File: src/rtl/rtc_port_pkg.sv
// Constants and carrier types for the clock access port
package rtc_port_pkg;
	localparam logic [7:0] SFR_ADR_CTL = 8'h00AC;
	localparam logic [7:0] SFR_DATA = 8'h00AD;
	localparam logic [7:0] SFR_KEY = 8'h00AE;
	localparam logic [7:0] KEY_FIRST = 8'h00A5;
	localparam logic [7:0] KEY_SECOND = 8'h00F1;
	localparam logic [7:0] ST_LOCKED = 8'h0000;
	localparam logic [7:0] ST_FIRST = 8'h0001;
	localparam logic [7:0] ST_UNLOCKED = 8'h0002;
	localparam logic [7:0] ST_DISABLED = 8'h0003;
	localparam int BIT_BUSY = 7;
	localparam int BIT_AUTO_READ_ENABLE = 6;
	localparam int BIT_VREG = 5;
	localparam int BIT_SHORT = 4;
	localparam logic [3:0] SEL_LAST_AUTOINC = 4'h000D;
	localparam logic [3:0] SEL_CAPTURE_LAST = 4'h5;
	localparam logic [3:0] SEL_ALARM_FIRST = 4'h8;
	localparam logic [1:0] STROBE_LONG_LAST = 2'h3;
	localparam logic [1:0] STROBE_SHORT_LAST = 2'h0;
	localparam logic [7:0] RDATA_RESET = 8'h0000;
	localparam int CLK_PERIOD_NS = 100;
	localparam int MISSING_TIME_NS = 50000;
	localparam logic [9:0] MISSING_CYCLES =
		10'((MISSING_TIME_NS + CLK_PERIOD_NS - 1) / CLK_PERIOD_NS);

	typedef struct packed {
		logic [3:0] addr;
		logic [7:0] wdata;
		logic rd;
		logic wr;
	} int_req_type;

	typedef struct packed {
		logic clock_fail_set;
		logic wake_request;
		logic clock_irq;
		logic reset_request;
	} osc_event_type;
endpackage

File: src/rtl/rtc_locked_indirect_port.sv
// Locked indirect access port and missing clock detector of the clock
`timescale 1ns/100ps
`default_nettype none

module rtc_locked_indirect_port (
	input wire logic mclk,
	input wire logic nrst,
	input wire logic [7:0] sfr_addr,
	input wire logic [7:0] sfr_wdata,
	input wire logic sfr_wr,
	input wire logic sfr_rd,
	output logic [7:0] sfr_rdata,
	output rtc_port_pkg::int_req_type int_req,
	input wire logic [7:0] int_rdata,
	input wire logic int_ack,
	input wire logic backup_above_core,
	output logic backup_regulator_force,
	input wire logic slow_osc_clock,
	input wire logic missing_clock_enable,
	input wire logic irq_enable,
	input wire logic reset_source_enable,
	output rtc_port_pkg::osc_event_type osc_event
);
	import rtc_port_pkg::*;

	typedef enum logic [1:0] {LOCKED, FIRST_KEY, UNLOCKED, DISABLED} lock_type;
	typedef enum logic [1:0] {X_IDLE, X_REQ, X_DROP} xfer_type;

	// Reset enters at once but leaves on the clock, so no flop sees a runt release
	logic rst_meta_r;
	logic rst_sync_r;
	always_ff @(posedge mclk or negedge nrst) begin
		if (!nrst) begin
			rst_meta_r <= 1'b0;
			rst_sync_r <= 1'b0;
		end else begin
			rst_meta_r <= 1'b1;
			rst_sync_r <= rst_meta_r;
		end
	end
	wire logic rst_n = rst_sync_r;

	// Bus decode
	wire logic hit_adr = sfr_addr == SFR_ADR_CTL;
	wire logic hit_dat = sfr_addr == SFR_DATA;
	wire logic hit_key = sfr_addr == SFR_KEY;
	wire logic key_wr = sfr_wr && hit_key;
	wire logic adr_wr = sfr_wr && hit_adr;
	wire logic dat_wr = sfr_wr && hit_dat;
	wire logic dat_rd = sfr_rd && hit_dat;
	wire logic port_access = (sfr_wr || sfr_rd) && (hit_adr || hit_dat);

	lock_type lock_r;
	lock_type lock_nxt;
	xfer_type xfer_r;
	xfer_type xfer_nxt;

	wire logic unlocked = lock_r == UNLOCKED;
	wire logic busy = xfer_r != X_IDLE;

	// Held through device reset
	logic [3:0] sel_r;
	logic auto_read_enable_r;
	logic short_r;
	logic [7:0] data_r;
	logic vreg_r;

	// Access before unlock, or data access mid-transfer, is invalid
	wire logic bad_access = port_access && (!unlocked || (hit_dat && busy));
	wire logic ok_access = port_access && !bad_access;

	wire logic start_rd = ok_access && !busy && ((adr_wr && sfr_wdata[BIT_BUSY])
		|| (dat_rd && auto_read_enable_r));
	wire logic start_wr = ok_access && dat_wr && !busy;
	// A busy write that also moves the field reads from the new target
	wire logic [3:0] req_sel = adr_wr ? sfr_wdata[3:0] : sel_r;

	// Lock state machine; key writes step it, and a bad port access, read or write, disables it
	always_comb begin
		lock_nxt = lock_r;
		case (lock_r)
			LOCKED: begin
				if (key_wr) begin
					lock_nxt = (sfr_wdata == KEY_FIRST) ? FIRST_KEY : DISABLED;
				end
			end
			FIRST_KEY: begin
				if (key_wr) begin
					lock_nxt = (sfr_wdata == KEY_SECOND) ? UNLOCKED : DISABLED;
				end
			end
			UNLOCKED: begin
				if (key_wr) begin
					lock_nxt = LOCKED;
				end
			end
			DISABLED: lock_nxt = DISABLED;
			default: lock_nxt = DISABLED;
		endcase
		if (bad_access && lock_r != DISABLED) begin
			lock_nxt = DISABLED;
		end
	end

	always_ff @(posedge mclk or negedge rst_n) begin
		if (!rst_n) begin
			lock_r <= LOCKED;
		end else begin
			lock_r <= lock_nxt;
		end
	end

	// Pure decode, so polling cannot disturb a half-written key
	wire logic [7:0] key_status = (lock_r == LOCKED) ? ST_LOCKED :
		(lock_r == FIRST_KEY) ? ST_FIRST :
		(lock_r == UNLOCKED) ? ST_UNLOCKED : ST_DISABLED;

	// Transfer handshake toward the oscillator domain
	logic ack_meta_r;
	logic ack_sync_r;
	logic [1:0] strobe_cnt_r;
	logic is_rd_r;
	always_ff @(posedge mclk or negedge rst_n) begin
		if (!rst_n) begin
			ack_meta_r <= 1'b0;
			ack_sync_r <= 1'b0;
		end else begin
			ack_meta_r <= int_ack;
			ack_sync_r <= ack_meta_r;
		end
	end

	wire logic [1:0] strobe_last = short_r ? STROBE_SHORT_LAST : STROBE_LONG_LAST;
	wire logic strobe_done = strobe_cnt_r == strobe_last;
	// Request stays up until both the width and the return ack are seen
	wire logic req_done = xfer_r == X_REQ && strobe_done && ack_sync_r;
	wire logic xfer_end = xfer_r == X_DROP && !ack_sync_r;
	// Only capture and alarm bytes step on; control and RAM slots stay put
	function automatic logic steps_on(input logic [3:0] sel);
		return (sel <= SEL_CAPTURE_LAST) || (sel >= SEL_ALARM_FIRST && sel <= SEL_LAST_AUTOINC);
	endfunction
	wire logic sel_autoinc = steps_on(sel_r);

	always_comb begin
		xfer_nxt = xfer_r;
		case (xfer_r)
			X_IDLE: begin
				if (start_rd || start_wr) begin
					xfer_nxt = X_REQ;
				end
			end
			X_REQ: begin
				if (req_done) begin
					xfer_nxt = X_DROP;
				end
			end
			// Busy holds until the core has let go of its ack
			X_DROP: begin
				if (xfer_end) begin
					xfer_nxt = X_IDLE;
				end
			end
			default: xfer_nxt = X_IDLE;
		endcase
	end

	always_ff @(posedge mclk or negedge rst_n) begin
		if (!rst_n) begin
			xfer_r <= X_IDLE;
			strobe_cnt_r <= 2'h0;
			is_rd_r <= 1'b0;
		end else begin
			xfer_r <= xfer_nxt;
			if (xfer_r == X_REQ && !strobe_done) begin
				strobe_cnt_r <= strobe_cnt_r + 2'h1;
			end else if (xfer_r == X_IDLE) begin
				strobe_cnt_r <= 2'h0;
			end
			if (start_rd || start_wr) begin
				is_rd_r <= start_rd;
			end
		end
	end

	// Strobe to the core; registered so the port is glitch free
	always_ff @(posedge mclk or negedge rst_n) begin
		if (!rst_n) begin
			int_req <= '0;
		end else begin
			if (start_rd || start_wr) begin
				int_req.addr <= req_sel;
				int_req.wdata <= sfr_wdata;
				int_req.rd <= start_rd;
				int_req.wr <= start_wr;
			end else if (req_done) begin
				int_req.rd <= 1'b0;
				int_req.wr <= 1'b0;
			end
		end
	end

	// Port registers with no reset: contents survive a device reset
	always_ff @(posedge mclk) begin
		if (ok_access && adr_wr) begin
			auto_read_enable_r <= sfr_wdata[BIT_AUTO_READ_ENABLE];
			short_r <= sfr_wdata[BIT_SHORT];
		end
		if (ok_access && adr_wr && !busy) begin
			sel_r <= sfr_wdata[3:0];
		end else if (xfer_end && sel_autoinc) begin
			sel_r <= sel_r + 4'h1;
		end
		if (start_wr) begin
			data_r <= sfr_wdata;
		end else if (req_done && is_rd_r) begin
			// Taken as the request drops, while the core still holds ack and data
			data_r <= int_rdata;
		end
	end

	// Supply comparator set wins over a software clear
	always_ff @(posedge mclk) begin
		if (backup_above_core) begin
			vreg_r <= 1'b1;
		end else if (ok_access && adr_wr) begin
			vreg_r <= sfr_wdata[BIT_VREG];
		end
	end

	wire logic [7:0] adr_view = {busy, auto_read_enable_r, vreg_r, short_r, sel_r};
	wire logic [7:0] rd_mux = (hit_key) ? key_status :
		(hit_adr && unlocked) ? adr_view :
		(hit_dat && unlocked) ? data_r : RDATA_RESET;

	always_ff @(posedge mclk or negedge rst_n) begin
		if (!rst_n) begin
			sfr_rdata <= RDATA_RESET;
			backup_regulator_force <= 1'b0;
		end else begin
			if (sfr_rd) begin
				sfr_rdata <= rd_mux;
			end
			backup_regulator_force <= vreg_r === 1'b1;
		end
	end

	// Missing clock detector: counts system clocks between osc edges
	logic osc_prev_r;
	logic [9:0] stuck_cnt_r;
	wire logic osc_moved = slow_osc_clock != osc_prev_r;
	// Saturating past the limit makes the flag a one-shot per stall
	wire logic stuck_over = stuck_cnt_r > MISSING_CYCLES;
	wire logic fail_now = missing_clock_enable && !stuck_over
		&& (stuck_cnt_r == MISSING_CYCLES) && !osc_moved;

	always_ff @(posedge mclk or negedge rst_n) begin
		if (!rst_n) begin
			osc_prev_r <= 1'b0;
			stuck_cnt_r <= 10'h000;
			osc_event <= '0;
		end else begin
			osc_prev_r <= slow_osc_clock;
			if (!missing_clock_enable || osc_moved) begin
				stuck_cnt_r <= 10'h000;
			end else if (!stuck_over) begin
				stuck_cnt_r <= stuck_cnt_r + 10'h001;
			end
			// One shared pulse; the enables only mask the side effects
			osc_event.clock_fail_set <= fail_now;
			osc_event.wake_request <= fail_now;
			osc_event.clock_irq <= fail_now && irq_enable;
			osc_event.reset_request <= fail_now && reset_source_enable;
		end
	end
endmodule // rtc_locked_indirect_port

`default_nettype wire

File: config.mk
export PLATFORM = sky130hd
export DESIGN_NAME = rtc_locked_indirect_port
export DESIGN_NICKNAME = d
export VERILOG_FILES = /design/src/rtl/rtc_port_pkg.sv /design/src/rtl/rtc_locked_indirect_port.sv
export SDC_FILE = /design/constraint.sdc
export NUM_CORES = 1
export LEC_CHECK = 0
export ABC_AREA = 1
export BUFFER_PORTS_ARGS = -buffer_cell sky130_fd_sc_hd__clkbuf_2
export CAP_MARGIN = 20
export CORE_ASPECT_RATIO = 2
export CORE_UTILIZATION = 55
export DETAILED_ROUTE_END_ITERATION = 7
export HOLD_SLACK_MARGIN = 0.15
export PLACE_DENSITY_LB_ADDON = 0.1
export RECOVER_POWER = 100
export SYNTH_ARGS = -nofsm -noshare
export SYNTH_HDL_FRONTEND = slang
export SYNTH_SLANG_ARGS = --single-unit
File: constraint.sdc
create_clock -name mclk -period 2 [get_ports mclk]
set_clock_uncertainty 0.1 [all_clocks]
set_input_delay 0.3 -clock mclk [delete_from_list [all_inputs] [get_ports mclk]]
set_output_delay 0.3 -clock mclk [all_outputs]
set_load 0.05 [all_outputs]
==> results.md <==
* Final WL at 7.868 mm
* Vias at 2814
* Hold Crit Class: input port to register
* Critical Path RT at 2.13 ns
* Die area at 0.006182 mm²
* Vias in the first global route at 2882
* CP Class: input port to register
* # diodes at 0
* Ranking of synthesized cells by area: dfrtp_1 37%, edfxtp_1 13%, nand2_1 10%, inv_1 5.5%, nand3_1 4.8%
* Commonest non-fill, non-tap cell in the layout: nand2_1
* Die Y at 110.2 µm
* YS warnings at 0
* Nets@finish at 499
* # IOs at 61
* IO Port Bufs at 60
* Postcts setup bufs at 0
* TritonCTS buffer count at 9
* Resize count post-CTS at 0
* H-tree depth at 3
* Outcome: completed
* Initial Util at 0.5687
* CTS Buffer Depth at 2
* Largest fanout on the critical path at 4
* CP Capture Type: register
* CTS tree: yes
* Sum Neg Setup Slack at 0 ns
* CP startpoint: sfr_wdata[4]
* Met1 GRT Util at 0.2703
* Initial drt markers at 152
* Crit Reg-Reg Startpoint: lock_r[0]
* Fillers at 506
* Arrival time at the worst endpoint at 2.01 ns
* Leakage at 2.007 nW
* Max VDD drop at 0.8727 mV
* Unrepaired setup endpoints after global routing: no
* Cells after Synth at 381
* Reg2reg end: data_r[7]
* Most frequent cells in the layout: 99 x nand2_1, 48 x inv_1, 48 x dfrtp_1
* Root Driver: clkbuf_16
* Gr ovfl total at 0
* Mapped Avg Cell Area at 8.450 µm²
* Worst reg-to-reg setup slack at 0.13 ns
* Pins Over Slew Limit at 0
* Max Cap Violations at 0
* Routed WL per cell at 14.90 µm
* Final Cycle Share at 0.9409
* Synth unique cells at 31
* Dpl hpwl at 5.970 mm
* Antenna Nets Post-Route at 0
* Vias/cell at 5.330
* Least-Margin Pin Slew at 0.8559 ns
* Met3 Usage GRT at 0.06068
* Max Clk Rate at 531.4 MHz
* Met2 Use GR at 0.5145
* Clk Latency, worst-skew pair at 0.33 ns
* Seq/Total Area, Yosys at 0.5099
* First-pass GRT wire length at 12.80 mm
* Core Box Area at 0.005660 mm²
* Die Span X at 56.10 µm
* Cts-stage hold buffer count at 10
* R2R cell count at 8
* Hold WS at 0.1530 ns
* Initial DRT Pass Iterations at 4
* Worst setup SP type: input port
* Cell Area, Synth at 0.003219 mm²
* Rows at 39
* Antenna violations before repair at 0
* Clk slew on worst S/H paths at 0.06 ns
* Gpl congestion at 0.9118
* Hold Fails Final Rpt at 0
* Syn nets at 418
* Most used routing layer: met2
* Clk sinks at 63
* Largest net degree at the start of global routing at 33
* Synth-to-Final Area Change at 22.31%
* Power Density at 851.0 mW/mm²
* # DRC at 0
* Critical Path End: lock_r[0]
* Largest area contributor in the netlist: dfrtp_1
* Period minus WS final at 1.882 ns
* #FFs+latches synth at 63
* Fraction of layout cells with a size suffix above 1 at 0.1606
* Final setup fails at 0
* Area share of the largest cell type after synthesis at 0.3731
* Headroom to the max-slew limit at 0.4294
* Tot GR Track Use at 0.2783
## critical path, stage by stage
cell           delay, ns
dlygate4sd3_1       0.53
clkbuf_1            0.20
inv_1               0.08
nor3_1              0.36
nand2_1             0.12
o21ai_0             0.16
nand3_1             0.11
nand2_1             0.09
nand2_1             0.05
## power breakdown
part / switching, W / internal (W) / total, W
Clock: 0.000579 / 0.00109 / 0.00167
Sequential: 0.0000282 / 0.00135 / 0.00138
Combinational: 0.000189 / 0.000106 / 0.000295
Total: 0.000797 / 0.00255 / 0.00335
## per-stage QoR
stage               utilization  cell area [µm²]  total power, W  cells  worst slack, ns
global placement         0.6404             3625        0.001692    502           0.1957
floorplan                     -             3219        0.001561    381          0.05264
global route             0.6956             3938        0.003462    528          0.01092
detailed placement       0.6404             3625        0.001697    502           0.1232
finish                   0.6956             3938        0.003351    528           0.1181
CTS                      0.7149             4046        0.003392    528           0.1603
## cell usage after synthesis
master / instances
nor3_1: 6
inv_2: 3
nand3_2: 1
nand3b_1: 3
nand2_2: 20
a21oi_1: 4
nor2_8: 2
inv_1: 47
buf_1: 1
nor2_1: 25
o21ai_0: 30
buf_12: 1
o22ai_1: 1
a31oi_1: 6
buf_4: 1
xor2_1: 6
edfxtp_1: 14
nand4_1: 8
ha_1: 3
nand2_4: 4
conb_1: 1
buf_2: 3
nand2_1: 90
dfrtp_1: 48
nand3_1: 31
buf_6: 1
dfxtp_1: 1
clkbuf_1: 2
o21ai_1: 13
nor2_2: 4
nand3_4: 1
## how the worst min path moves through the flow
stage | startpoint | to | slack [ns] | depth (start not counted)
2_1_floorplan | nrst | rst_meta_r | -0.1 | 0
3_3_place_gp | nrst | rst_meta_r | -0.01 | 1
3_5_place_dp | nrst | rst_meta_r | -0.01 | 1
4_1_cts | int_rdata[7] | data_r[7] | 0.15 | 3
6_report | int_rdata[7] | data_r[7] | 0.15 | 3
5_1_grt | int_rdata[7] | data_r[7] | 0.18 | 3
## layout make-up
cell class                 count  area, µm²  share of cell area
inverter                      50      187.7             0.04766
sequential                    63       1642              0.4169
multi-input combinational    259       1290              0.3276
tap                           61      76.32             0.01938
clock buffer                   9      225.2             0.05720
clock inverter                 7      96.34             0.02447
timing repair buffer          79      420.4              0.1068
## registers in the layout, summed over array words and instances, names as in the netlist, 2 cells and up
name / count
stuck_cnt_r: 10
lock_r: 2
sfr_rdata: 8
xfer_r: 2
sel_r: 4
osc_event: 3
data_r: 8
strobe_cnt_r: 2
int_req: 14
## per-layer routing
layer,part of all wire,vias to the layer above
met5,0,-
met4,0.053,0
met3,0.047,30
met2,0.56,89
met1,0.34,1307
li1,-,1388
## kinds of logic (layout without fill, tap and decap cells)
logic type	count (synthesis)	count (layout)	synth area share
AO/OA/AOI/OAI	54	54	0.08667
XOR/XNOR	6	6	0.01632
adder cells (fa/ha/maj)	3	3	0.01166
buffers and inverters	59	145	0.07851
flip-flops	63	63	0.5099
other	1	1	0.001165
AND/OR/NAND/NOR	195	195	0.2958
Power figures use the tool's default switching activity.
